### src/core/emb_pkg.sv
/*
   emb_pkg: shared constants, types and packed carriers for the external memory
   bus control block. Assumes a single 250 MHz clock and a synchronous reset.
*/
package emb_pkg;
   // oscillator periods per sequencer slot
   localparam int unsigned STROBE_PERIOD_OSC = 3;
   localparam logic [1:0]  PHASE_LAST        = 2'(STROBE_PERIOD_OSC - 1);
   localparam logic [1:0]  PHASE_RESET       = 2'h0;
   localparam logic [7:0]  BYTE_RESET        = 8'h00;
   localparam logic [15:0] ADDR_RESET        = 16'h0000;
   localparam logic        FETCH_SEL_RESET   = 1'b0;

   // kind of bus cycle requested by the core
   typedef enum logic [2:0] {
      EMB_CYC_IDLE,
      EMB_CYC_CODE,
      EMB_CYC_CODE_INT,
      EMB_CYC_XRD_WIDE,
      EMB_CYC_XWR_WIDE,
      EMB_CYC_XRD_IDX,
      EMB_CYC_XWR_IDX
   } emb_cyc_t;

   // request from the core
   typedef struct packed {
      emb_cyc_t    kind;
      logic [15:0] addr;
      logic [7:0]  wdata;
   } emb_req_t;

   // strobe set produced by the sequencer
   typedef struct packed {
      logic ale;
      logic prog_store;
      logic rd;
      logic wr;
      logic addr_phase;
   } emb_strb_t;

   // true for external data move cycles
   function automatic logic emb_is_xdata(input emb_cyc_t k);
      return (k == EMB_CYC_XRD_WIDE) || (k == EMB_CYC_XWR_WIDE) ||
             (k == EMB_CYC_XRD_IDX) || (k == EMB_CYC_XWR_IDX);
   endfunction

   // true for external data move reads
   function automatic logic emb_is_xread(input emb_cyc_t k);
      return (k == EMB_CYC_XRD_WIDE) || (k == EMB_CYC_XRD_IDX);
   endfunction
endpackage

### src/core/emb_sync.sv
/*
   emb_sync: two flip-flop synchroniser for pin inputs.
   Assumes the input is asynchronous to clk; only the second stage is read.
*/
`timescale 1ns/1ps
module emb_sync
   import emb_pkg::*;
(
   // clock and reset
   input  wire logic clk,
   input  wire logic rst_n,
   // pin and synchronised level
   input  wire logic pin,
   output logic      level
);
   logic meta;

   // first stage feeds only the second
   always_ff @(posedge clk) begin
      if (!rst_n) begin
         meta  <= 1'b0;
         level <= 1'b0;
      end else begin
         meta  <= pin;
         level <= meta;
      end
   end
endmodule

### src/core/emb_phase.sv
/*
   emb_phase: divides the oscillator clock by three into a one-cycle pulse.
   Assumes clk is the oscillator clock.
*/
`timescale 1ns/1ps
module emb_phase
   import emb_pkg::*;
(
   // clock and reset
   input  wire logic       clk,
   input  wire logic       rst_n,
   // phase outputs
   output logic [1:0]      phase,
   output logic            tick
);
   // tick marks the last phase of each three-period slot
   always_ff @(posedge clk) begin
      if (!rst_n) begin
         phase <= PHASE_RESET;
         tick  <= 1'b0;
      end else begin
         phase <= (phase == PHASE_LAST) ? PHASE_RESET : phase + 2'h1;
         tick  <= (phase == PHASE_LAST - 2'h1);
      end
   end
endmodule

### src/core/emb_ctrl.sv
/*
   emb_ctrl: external memory bus control. Drives the high address byte, the
   multiplexed address/data lines, program-store / flash-read strobe, the
   address-latch strobe, latches the external-fetch select at reset end and
   gates external flash programming.
   Assumes the core holds req stable from req_valid until req_done, and that
   clk is the oscillator clock; pins are synchronised here.
   Read data passes the same two-stage synchroniser as the other pins, so
   req_done and rdata trail the end of the data slot by one period; the core
   sees a slightly longer access in exchange for a clean capture.
*/
`timescale 1ns/1ps
// Summary of operation
// RL1: wide pointer and fetch drive upper address
// RL2: indexed access drives port latch on high
// RL3: program strobe each third period on fetch; here one two-period pulse per code fetch outside programming mode
// RL4: program strobe idle during data moves
// RL5: program strobe idle for internal execution
// RL6: programming mode: strobe flags data reads
// RL7: address latch each third period, except moves; here one pulse per code fetch only
// RL8: fetch select latched at end of reset
// RL9: low select fetches all code externally; here it only sets fetch_external
// RL10: low enable pin blocks flash programming
// RL11: programming needs pin high and bit set
// RL12: low address and data share eight lines
// RL13: high address stable through whole access
module emb_ctrl
   import emb_pkg::*;
(
   // clock and reset
   input  wire logic        clk,
   input  wire logic        rst_n,
   // core request
   input  wire logic        req_valid,
   input  wire emb_req_t    req,
   output logic             req_done,
   output logic [7:0]       rdata,
   // configuration
   input  wire logic [7:0]  high_address_port_latch,
   input  wire logic        flash_program_enable_bit,
   input  wire logic        ext_prog_mode,
   // pins
   input  wire logic        external_fetch_select,
   input  wire logic        flash_program_enable_pin,
   output logic [7:0]       high_address_lines,
   input  wire logic [7:0]  muxed_addr_data_in,
   output logic [7:0]       muxed_addr_data_out,
   output logic             muxed_addr_data_oe,
   output logic             program_store_strobe_n,
   output logic             flash_read_strobe_n,
   output logic             addr_latch_strobe,
   output logic             rd_strobe_n,
   output logic             wr_strobe_n,
   // status
   output logic             fetch_external,
   output logic             flash_prog_allowed
);
   typedef enum logic [1:0] {EMB_ST_IDLE, EMB_ST_ADDR, EMB_ST_DATA} emb_state_t;

   logic [1:0]  phase;
   logic        tick;
   logic        sel_sync;
   logic        pen_sync;
   logic        rst_seen;
   logic        fetch_sel;
   emb_state_t  state;
   emb_req_t    cur;
   logic [7:0]  next_high;
   logic [7:0]  bus_in;
   logic [7:0]  bus_meta;
   emb_strb_t   strb;
   logic        take;
   logic        take_int;
   logic        cap_pend;

   // slot timing, counted in clock periods after the take edge t:
   //   t+1 .. t+3  address slot, low address on the shared lines, ale at t+1
   //   t+4 .. t+5  data slot, code, read or write strobe low for two periods
   //               writes put wdata on the shared lines over the same periods
   //   t+6         strobes released, sequencer back to idle
   //   t+7         byte taken from the second sync stage, req_done pulses
   // the next take can come no earlier than the tick at t+9

   // slot divider: tick marks the last period of each three-period slot
   emb_phase u_phase (
      .clk   (clk),
      .rst_n (rst_n),
      .phase (phase),
      .tick  (tick)
   );

   // both control pins come from the board, two stages each
   emb_sync u_sel (
      .clk   (clk),
      .rst_n (rst_n),
      .pin   (external_fetch_select),
      .level (sel_sync)
   );

   emb_sync u_pen (
      .clk   (clk),
      .rst_n (rst_n),
      .pin   (flash_program_enable_pin),
      .level (pen_sync)
   );

   // data bus is a pin too: two stages before capture
   // the capture waits for the second stage, see the slot timing above
   always_ff @(posedge clk) begin
      if (!rst_n) begin
         bus_meta <= BYTE_RESET;
         bus_in   <= BYTE_RESET;
      end else begin
         bus_meta <= muxed_addr_data_in;
         bus_in   <= bus_meta;
      end
   end

   // catch the select on the first cycles after reset release; sync delay is
   // covered by waiting one full slot before committing
   // the latched value is never sampled again, so a select pin that moves
   // later has no effect until the next reset
   always_ff @(posedge clk) begin
      if (!rst_n) begin
         rst_seen  <= 1'b0;
         fetch_sel <= FETCH_SEL_RESET;
      end else if (!rst_seen && tick) begin
         rst_seen  <= 1'b1;
         fetch_sel <= sel_sync;                                // [RL8]
      end
   end

   // low latched select sets fetch_external, a status flag only; internal fetch requests still run without a bus cycle
   always_ff @(posedge clk) begin
      if (!rst_n) begin
         fetch_external <= 1'b1;
      end else begin
         fetch_external <= !fetch_sel;                         // [RL9]
      end
   end

   // flash programming gate: pin high and software bit both needed
   always_ff @(posedge clk) begin
      if (!rst_n) begin
         flash_prog_allowed <= 1'b0;
      end else begin
         flash_prog_allowed <= pen_sync && flash_program_enable_bit; // [RL10] [RL11]
      end
   end

   // high byte source depends on the access type
   // indexed moves carry no high address of their own, so the port latch
   // contents go out instead
   always_comb begin
      next_high = high_address_lines;
      if (state == EMB_ST_IDLE && req_valid && rst_seen) begin
         case (req.kind)
            EMB_CYC_CODE, EMB_CYC_XRD_WIDE, EMB_CYC_XWR_WIDE: next_high = req.addr[15:8]; // [RL1]
            EMB_CYC_XRD_IDX, EMB_CYC_XWR_IDX: next_high = high_address_port_latch;       // [RL2]
            default: next_high = high_address_lines;
         endcase
      end
   end

   // a request is taken only on a slot boundary, once the select is latched,
   // and never in the cycle that reports the previous one as done
   assign take     = (state == EMB_ST_IDLE) && req_valid && rst_seen && tick && !req_done;
   assign take_int = take && (req.kind == EMB_CYC_CODE_INT || req.kind == EMB_CYC_IDLE); // internal: no bus cycle [RL5]

   // sequencer: one three-period slot for address, one for data
   always_ff @(posedge clk) begin
      if (!rst_n) begin
         state <= EMB_ST_IDLE;
         cur   <= '0;
      end else begin
         case (state)
            EMB_ST_IDLE: begin
               if (take) begin
                  cur <= req;
                  if (!take_int) begin
                     state <= EMB_ST_ADDR;
                  end
               end
            end
            EMB_ST_ADDR: begin
               if (tick) begin
                  state <= EMB_ST_DATA;
               end
            end
            EMB_ST_DATA: begin
               if (tick) begin
                  state <= EMB_ST_IDLE;
               end
            end
            default: state <= EMB_ST_IDLE;
         endcase
      end
   end

   // strobes are registered, so the byte is on the pins from t+4 and leaves
   // the second sync stage at t+6; taking bus_in at t+6 would catch the address
   always_ff @(posedge clk) begin
      if (!rst_n) begin
         cap_pend <= 1'b0;
         req_done <= 1'b0;
         rdata    <= BYTE_RESET;
      end else begin
         cap_pend <= (state == EMB_ST_DATA) && tick;
         req_done <= cap_pend || take_int;
         if (cap_pend) begin
            rdata <= bus_in;
         end
      end
   end

   // held from address slot to end of data slot
   // an internal request leaves the lines at the last external address
   always_ff @(posedge clk) begin
      if (!rst_n) begin
         high_address_lines <= BYTE_RESET;
      end else if (state == EMB_ST_IDLE && tick) begin
         high_address_lines <= next_high;                      // [RL13]
      end
   end

   // strobe decode from state and phase
   always_comb begin
      strb = '0;
      strb.addr_phase = (state == EMB_ST_ADDR);
      case (state)
         EMB_ST_ADDR: begin
            // ale pulses one period in the address slot, skipped on data moves
            strb.ale = (phase == PHASE_RESET) && !emb_is_xdata(cur.kind); // [RL7]
         end
         EMB_ST_DATA: begin
            strb.prog_store = (cur.kind == EMB_CYC_CODE) && (phase != PHASE_LAST); // [RL3] [RL4]
            strb.rd = emb_is_xread(cur.kind) && (phase != PHASE_LAST);
            strb.wr = (cur.kind == EMB_CYC_XWR_WIDE || cur.kind == EMB_CYC_XWR_IDX) &&
                      (phase != PHASE_LAST);
         end
         default: strb = '0;
      endcase
   end

   // address-latch pin, the only active-high strobe
   always_ff @(posedge clk) begin
      if (!rst_n) begin
         addr_latch_strobe <= 1'b0;
      end else begin
         addr_latch_strobe <= strb.ale;                        // [RL7]
      end
   end

   // program-store pin; in programming mode the same pin reports data reads,
   // and the flash-read pin mirrors it there
   always_ff @(posedge clk) begin
      if (!rst_n) begin
         program_store_strobe_n <= 1'b1;
         flash_read_strobe_n    <= 1'b1;
      end else begin
         program_store_strobe_n <= ext_prog_mode ? !strb.rd : !strb.prog_store; // [RL3] [RL6]
         flash_read_strobe_n    <= !(ext_prog_mode && strb.rd);           // [RL6]
      end
   end

   // plain read strobe, silent in programming mode where the flash-read pin
   // takes over
   always_ff @(posedge clk) begin
      if (!rst_n) begin
         rd_strobe_n <= 1'b1;
      end else begin
         rd_strobe_n <= !(strb.rd && !ext_prog_mode);
      end
   end

   // write strobe; in programming mode a write reaches the flash only while
   // the gate is open, otherwise the cycle runs with the strobe held off
   always_ff @(posedge clk) begin
      if (!rst_n) begin
         wr_strobe_n <= 1'b1;
      end else begin
         wr_strobe_n <= !(strb.wr && (ext_prog_mode ? flash_prog_allowed : 1'b1)); // [RL10] [RL11]
      end
   end

   // low address in address slot, write data in data slot on shared lines
   // the lines are released otherwise so the memory can answer
   always_ff @(posedge clk) begin
      if (!rst_n) begin
         muxed_addr_data_out <= BYTE_RESET;
         muxed_addr_data_oe  <= 1'b0;
      end else if (strb.addr_phase) begin
         muxed_addr_data_out <= cur.addr[7:0];                 // [RL12]
         muxed_addr_data_oe  <= 1'b1;
      end else if (state == EMB_ST_DATA && strb.wr) begin
         muxed_addr_data_out <= cur.wdata;                     // [RL12]
         muxed_addr_data_oe  <= 1'b1;
      end else begin
         muxed_addr_data_oe  <= 1'b0;
      end
   end
endmodule

### config.mk
export PLATFORM = sky130hd
export DESIGN_NAME = emb_ctrl
export DESIGN_NICKNAME = d
export VERILOG_FILES = /design/src/core/emb_pkg.sv /design/src/core/emb_sync.sv /design/src/core/emb_phase.sv /design/src/core/emb_ctrl.sv
export SDC_FILE = /design/constraint.sdc
export NUM_CORES = 1
export LEC_CHECK = 0
export BUFFER_PORTS_ARGS = -buffer_cell sky130_fd_sc_hd__buf_2
export CORE_MARGIN = 2
export CORE_UTILIZATION = 45
export DETAILED_ROUTE_END_ITERATION = 8
export GPL_ROUTABILITY_DRIVEN = 0
export PLACE_DENSITY = 0.75
export SYNTH_ARGS = -nofsm -noshare
export SYNTH_HDL_FRONTEND = slang
export SYNTH_HIERARCHICAL = 1
export SYNTH_SLANG_ARGS = --single-unit
### constraint.sdc
create_clock -name clk -period 3.7 [get_ports clk]
set_input_delay 0.185 -clock clk [delete_from_list [all_inputs] [get_ports clk]]
set_output_delay 0.185 -clock clk [all_outputs]
set_load 0.02 [all_outputs]
# == Yosys cells after proc, flatten, opt, wreduce, memory -nomap -nowiden ==
# Index checks and enable logic that the tools add are counted.
# Widths: inputs -> output; s select.
# word_totals
regBits,80
input_bits,50
output_inout_bits,33
elab_cells,109
# op_classes
add_sub_neg,1
n_eq_ne,20
mux,14
bitwise_logic,1
reduce_logical,46
# op_table
operator,n
$eq 3x3->1 const B,6
$logic_and 1x1->1,17
$mux 8,2
$pmux 8 s2,1
$logic_not 1->1,10
$eq 3x2->1 const B,3
$mux 2,4
$logic_or 1x1->1,7
$eq 3x1->1 const B,2
$ne 2x2->1 const B,3
$pmux 2 s3,1
$mux 1,5
$eq 2x1->1 const B,2
$eq 2x2->1 const B,2
$logic_not 2->1,2
$ne 2x1->1 const B,2
$reduce_and 2->1,2
$reduce_and 4->1,1
$reduce_bool 2->1,2
$reduce_or 2->1,2
$logic_not 3->1,1
$mux 3,1
$reduce_and 3->1,1
$reduce_or 3->1,1
other kinds (2),2

# == Logic depth before layout (Yosys ltp) ==
# Gate-level depths: netlist (run 1).
# depth
depth_word,9
mapped_depth,6
mapped_depth_nobuf,3

# == By module ==
# Netlist (run 1), hierarchy kept.
# by_module_without_submodules
module,n_inst,cells_each,area_per_inst_um2,seq_area_each_um2
emb_ctrl,1,298,3070.4,1461.4
emb_phase,1,10,123.9,60.1
emb_sync,2,4,52.6,40.0

# == Least setup slack after synthesis (run 1) ==
# No wires, ideal clock.
# synth_path
path_type,flip-flop to flip-flop
from,register req_done
to,register cur[10] in the netlist's numbering
setup_ns,0.132
arrival_ns,1.161
t_required_ns,3.568
slack_ns,2.406
path_stages_with_launch,5
n_path_buf,2
synth_period_minus_slack_ns,1.294
path_cell_list,dfxtp_1 clkbuf_1 clkbuf_1 nand4b_1 a21oi_1
# synth_between
elab_chain_len,3
# synth_lines
item,line,text
"start, declared",emb_ctrl.sv:36,"output logic req_done,"
"start signal, assigned",emb_ctrl.sv:209,req_done <= cap_pend || take_int;
$logic_not 1->1,emb_ctrl.sv:167,assign take = (state == EMB_ST_IDLE) && req_valid && rst_seen && tick && !req_done;
$logic_and 1x1->1,emb_ctrl.sv:167,
$reduce_and 2->1 (no source line),--,
"end signal, assigned",emb_ctrl.sv:179,cur <= req;
"end, declared",emb_ctrl.sv:67,emb_req_t cur;
# Every way passes these cells.
# A chain may end at the register's enable or synchronous reset.

# == Worst setup path in the final report (run 1) ==
# layout_path
from,register u_phase.tick
to,register high_address_lines[4]
# layout_between
elab_chain_len,2
# layout_lines
item,line,text
"start, declared",emb_phase.sv:14,output logic tick
"start signal, assigned",emb_phase.sv:23,tick <= (phase == PHASE_LAST - 2'h1);
$logic_and 1x1->1,emb_ctrl.sv:221,end else if (state == EMB_ST_IDLE && tick) begin
$reduce_and 3->1 (no source line),--,
"end signal, assigned",emb_ctrl.sv:222,high_address_lines <= next_high;
"end, declared",emb_ctrl.sv:45,"output logic [7:0] high_address_lines,"
# Every way passes these cells.

==> flow_metrics.env, run 1 <==
export IMPL_vias_per_cell=5.39
export IMPL_dieWidth_um=89.6
export IMPL_grt_remaining_overflow=0
export IMPL_core_area_sq_um=7180
export IMPL_vias=2607
export IMPL_cts_root_buf="clkbuf_8"
export IMPL_grt_pass1_vias=2364
export IMPL_max_stage_delay_ns=0.87
export IMPL_cts_buffers=9
export IMPL_cp_num_buf_inv=0
export IMPL_worst_path_max_fanout=28
export IMPL_synth_most_common_cell="dfxtp_1"
export IMPL_cts_tree="done"
export IMPL_critPathSlowestCell="and4bb_1"
export IMPL_met3WireLength_um=337
export IMPL_fillers=667
export IMPL_hold_ws_ns=0.0331
export IMPL_synth_area_leaders="dfxtp_1, mux2i_1, nand4b_1"
export IMPL_finalSetupTns_ns=0
export IMPL_synth_top_family_by_area="compound AO/OA/AOI/OAI gates"
export IMPL_drive_gt1_share_pct=30.1
export IMPL_cp_start_kind="flop"
export IMPL_power_w=0.00160
export IMPL_fin_skew_ns=0.00551
export IMPL_clk_latency_ns=0.35
export IMPL_crit_type="flop to flop"
export IMPL_routedWlPerCell_um=14.4
export IMPL_num_nets_final=432
export IMPL_drt_iter0_markers=134
export IMPL_worst_slew_pin_slew_ns=1.19
export IMPL_final_core_util_pct=53.6
export IMPL_netlist_top_cells_count="dfxtp_1, and2_1, a21oi_1, nand4b_1, o31ai_1"
export IMPL_cap_violations=0
export IMPL_max_slew_margin_pct=20.5
export IMPL_wl_met1_um=3150
export IMPL_grt_first_pass_wirelength_um=10800
export IMPL_end_kind="flop"
export IMPL_portBuffers=82
export IMPL_synth_compound_area_share_pct=19.5
export IMPL_wl_um=6960
export IMPL_fp_dieH_um=89.6
export IMPL_fin_crit_sh_pct=55.6
export IMPL_ys_warn_count=6
export IMPL_synth_simple_area_share_pct=18.2
export IMPL_start_util_pct=46.0
export IMPL_netlist_area_sq_um=3300
export IMPL_synth_edf_count=0
export IMPL_required_ns=3.92
export IMPL_hold_viol=0
export IMPL_p_leak_nw=1.44
export IMPL_dpl_cell_count=468
export IMPL_ios=83
export IMPL_ys_async_sr_fraction_pct=0
export IMPL_area_delta_synth_final_pct=16.6
export IMPL_n_antenna_cell=0
export IMPL_ys_ff_latch=80
export IMPL_stdcell_count=484
export IMPL_postCtsHoldBufs=0
export IMPL_clockBufferDepth=2
export IMPL_cts_sinks=80
export IMPL_synth_mux_area_share_pct=5.16
export IMPL_ys_seq_area_share_pct=48.5
export IMPL_routed_top_layer="met4"
export IMPL_clkSlewWorstSetupHoldPaths_ns=0.09
export IMPL_synth_nets=368
export IMPL_postCtsSetupBuffers=0
export IMPL_synth_cells=316
export IMPL_hold_path_class="input pin to flop"
export IMPL_status="completed"
export IMPL_syn_mean_instance_area_sq_um=10.4
export IMPL_crit_family="simple AND/OR/NAND/NOR gates"
export IMPL_synth_top_area_share_pct=48.5
export IMPL_rsz0062_at_grt="false"
export IMPL_grt_usage_pct=17.3
export IMPL_post_dp_hpwl_um=4770
export IMPL_antenna_found_initial=0
export IMPL_fmaxAchievable_ghz=0.486
export IMPL_synth_distinct_cells=42
export IMPL_wl_met2_um=3410
export IMPL_drv_slew=0
export IMPL_post_cts_resized=0
export IMPL_synth_xor_area_share_pct=1.55
export IMPL_cts_htree_levels=3
export IMPL_setup_viol=0
export IMPL_dr_pass1_iters=4
export IMPL_ir_drop_mv=0.193
export IMPL_dieArea_sq_um=8030
export IMPL_route_antenna_remaining_nets=0
export IMPL_min_period_ns=2.06
export IMPL_synth_area_leader_cell="dfxtp_1"
export IMPL_p_per_area_nw_per_um2=416
export IMPL_synthFlopType="dfxtp_1"
export IMPL_rows=31
export IMPL_synthAdderAreaFrac_pct=0.758
export IMPL_cp_arrival_ns=2.28
export IMPL_drc=0
export IMPL_path_cells="and4bb_1 > and4_4 > a311oi_2"
export IMPL_grt_start_max_net_pins=42
[routing by layer]
metal	GRT usage, %	vias to the layer above
li1	-	1300
met1	22.4	1235
met2	28.5	64
met3	4.84	8
met4	4.61	0
met5	0	-
[cell usage in the layout (no fill, tap or decap), types with 3 or more instances in the layout]
cell | synthesis | routed
a211oi_1 | 8 | 8
a21oi_1 | 21 | 21
a311oi_1 | 8 | 8
a311oi_2 | 8 | 8
a41oi_1 | 7 | 7
and2_1 | 22 | 22
buf_2 | 5 | 82
buf_4 | 2 | 3
clkbuf_8 | 0 | 9
dfxtp_1 | 80 | 80
inv_1 | 5 | 5
mux2i_1 | 17 | 17
nand2_1 | 3 | 3
nand3_1 | 11 | 11
nand4b_1 | 19 | 19
nor2_1 | 13 | 13
nor2b_1 | 4 | 4
o21ai_0 | 9 | 9
o31ai_1 | 19 | 19
[layout make-up]
class | count | area, sq um | area share [%]
Inverter | 6 | 22.5 | 0.585
Clock buffer | 9 | 124 | 3.22
Clock inverter | 7 | 55.1 | 1.43
Timing Repair Buffer | 85 | 433 | 11.2
Tap cell | 99 | 124 | 3.22
Sequential cell | 80 | 1600 | 41.6
Multi-Input combinational cell | 198 | 1490 | 38.7
[logic make-up (layout without fill, tap and decap cells)]
group / count (synthesis) / count (layout)
flops: 80 / 80
mux: 17 / 17
simple gates: 90 / 90
fa+ha+maj: 2 / 2
xor+xnor: 5 / 5
compound gates: 84 / 84
buf+inv: 38 / 107
[worst register-to-register path: cells and delay by family (launching register included)]
kind | cells | cell delay [ns]
simple gates | 2 | 1.37
flops | 1 | 0.44
compound gates | 1 | 0.12
[power by group]
group / internal, W / total [W] / switching [W]
clock: 0.000249 / 0.000582 / 0.000333
combinational: 0.0000501 / 0.000126 / 0.0000760
sequential: 0.000882 / 0.000895 / 0.0000132
total: 0.00118 / 0.00160 / 0.000422
[stage by stage]
step                      setup slack (ns)  cell area, sq um
final                                 1.64              3850
after global routing                  1.51              3850
after CTS                             1.66              3850
after detailed placement              1.68              3670
after global placement                1.75              3670
after floorplan                       2.41              3300
[state kept, by name (all words and copies together) (netlist names), 2 cells and up]
register,cells
high_address_lines,8
state,2
bus_meta,8
cur,19
u_phase/phase,2
bus_in,8
rdata,8
muxed_addr_data_out,8
[path summary, 6_finish.rpt]
kind,depth (start not counted),slack (ns),to,startpoint
setup / recovery,3,1.64,high_address_lines[4],u_phase/tick
hold / removal,2,0.03,bus_meta[6],muxed_addr_data_in[6]
setup reg to reg,3,1.64,high_address_lines[4],u_phase/tick
hold reg to reg,1,0.39,fetch_external,fetch_sel
Note: power is estimated with default switching activity, not from simulation.
==> run 2: changes to the inputs <==
clock period = 1.94 ns   (was 3.7 ns; I/O delays follow)
==> run 2 against run 1 <==
Combinational power is 110% higher. Register-to-register slack worse by 1.3 ns. Largest power group unchanged. Utilization is 2.4 points higher.
==> flow_metrics.env, run 2 (synthesis gave the netlist of run 1 again) <==
export IMPL_critPathSlowestCell="and4bb_1"
export IMPL_regArea_sq_um=1600
export IMPL_max_stage_delay_ns=0.48
export IMPL_hold_viol=0
export IMPL_rr_startpoint="u_phase/tick"
export IMPL_worst_path_max_fanout=19
export IMPL_fmaxAchievable_ghz=0.628
export IMPL_start_util_pct=46.0
export IMPL_fin_skew_ns=0.00660
export IMPL_finalSetupTns_ns=0
export IMPL_largest_reg_flops=19
export IMPL_cts_tree="done"
export IMPL_post_dp_hpwl_um=4780
export IMPL_required_ns=2.22
export IMPL_postCtsSetupBuffers=0
export IMPL_fin_area_sq_um=4020
export IMPL_grt_first_pass_wirelength_um=11300
export IMPL_min_path_cells=3
export IMPL_fp_dieH_um=89.6
export IMPL_regMostFlops="cur"
export IMPL_rrSetupSlack_ns=0.35
export IMPL_whs_endpoint="cur[12]"
export IMPL_cap_violations=0
export IMPL_ir_drop_mv=0.517
export IMPL_portBuffers=82
export IMPL_worst_slew_pin_slew_ns=0.613
export IMPL_core_area_sq_um=7180
export IMPL_place_area_sq_um=3710
export IMPL_cts_sinks=80
export IMPL_setup_viol=0
export IMPL_cts_htree_levels=3
export IMPL_fillers=629
export IMPL_route_antenna_remaining_nets=0
export IMPL_multi_input_area_sq_um=1490
export IMPL_path_cells="and4bb_1 > buf_4 > nand4b_1 > a21oi_1"
export IMPL_mostFrequentLayoutCell="buf_2"
export IMPL_grt_start_max_net_pins=48
export IMPL_end_kind="flop"
export IMPL_min_period_ns=1.59
export IMPL_clockBufferDepth=2
export IMPL_wl_um=7080
export IMPL_dpl_cell_count=473
export IMPL_cts_buffers=9
export IMPL_rows=31
export IMPL_holdCritStartpoint="req[12]"
export IMPL_vias_per_cell=5.38
export IMPL_cp_arrival_ns=1.87
export IMPL_status="completed"
export IMPL_antenna_found_initial=0
export IMPL_rsz0062_at_grt="false"
export IMPL_fin_crit_sh_pct=82.1
export IMPL_drt_iter0_markers=153
export IMPL_grt_pass1_vias=2498
export IMPL_crit_type="flop to flop"
export IMPL_dieWidth_um=89.6
export IMPL_num_nets_final=449
export IMPL_clk_latency_ns=0.35
export IMPL_reg2reg_to="cur[0]"
export IMPL_hold_path_class="input pin to flop"
export IMPL_drive_gt1_share_pct=30.3
export IMPL_rr_worst_depth=4
export IMPL_drv_slew=0
export IMPL_n_antenna_cell=0
export IMPL_cts_root_buf="clkbuf_8"
export IMPL_p_leak_nw=1.52
export IMPL_p_per_area_nw_per_um2=776
export IMPL_max_slew_margin_pct=59.1
export IMPL_clkSlewWorstSetupHoldPaths_ns=0.08
export IMPL_vias=2694
export IMPL_ios=83
export IMPL_area_delta_synth_final_pct=21.8
export IMPL_dr_pass1_iters=4
export IMPL_stdcell_count=501
export IMPL_crit_start="u_phase/tick"
export IMPL_most_common_layout_cells="buf_2, dfxtp_1, and2_1"
export IMPL_grt_usage_pct=17.9
export IMPL_grt_remaining_overflow=0
export IMPL_dieArea_sq_um=8030
export IMPL_drc=0
export IMPL_routedWlPerCell_um=14.1
export IMPL_cp_start_kind="flop"
## run 2: cell count changes in the layout (fill, tap and decap cells not counted), sizes merged
cell / previous run / this run
dlygate4sd3: 0 / 12
buf: 85 / 90
clkbuf: 9 / 10
clkinv: 3 / 2
## run 2: cell type report
class	instances	area share (%)
flip-flops and latches	80	39.9
multi-input cells	198	37.0
repair buffers	102	14.7
clock buffers	10	3.42
well taps	99	3.08
clock inverters	6	1.31
inverters	6	0.560
## run 2: through the flow
step	hold WS, ns	total power [W]	setup slack, ns	utilization, %
after floorplan	0.169	0.00190	0.646	-
after global placement	0.305	0.00198	0.447	51.7
after detailed placement	0.310	0.00199	0.373	51.7
after CTS	0.00993	0.00315	0.0947	56.0
after global routing	0.0121	0.00326	0.214	56.0
final	0.0226	0.00312	0.348	56.0
## run 2: worst max-delay path, delay by kind of cell (launching register included)
kind / cells / cell delay [ns]
compound gates: 1 / 0.14
simple gates: 2 / 0.61
flops: 1 / 0.45
buf+inv: 1 / 0.32
## run 2: power breakdown
group / internal, W / switching [W] / leakage [nW]
Sequential: 0.00168 / 0.0000266 / 0.650
Combinational: 0.000113 / 0.000150 / 0.778
Clock: 0.000517 / 0.000631 / 0.0910
Total: 0.00231 / 0.000807 / 1.52
## run 2: timing repair
action | CTS | global route
hold buffers | 12 | 0
hold endpoints to repair | 12 | 0
setup endpoints to repair | 0 | 1
gates resized for setup | 0 | 1
## run 2: how the worst max path moves through the flow
stage / to
finish: cur[0]
global route: cur[10]
CTS: req_done
detailed placement: high_address_lines[0]
global placement: high_address_lines[6]
floorplan: cur[10]
## run 2: per-layer routing
metal  global-route usage [%]  vias up  share of wire (%)
li1                         -     1336                  -
met1                     20.7     1273                 44
met2                     30.5       76                 49
met3                     6.95        9                5.8
met4                     5.29        0                1.1
met5                        0        -                  0
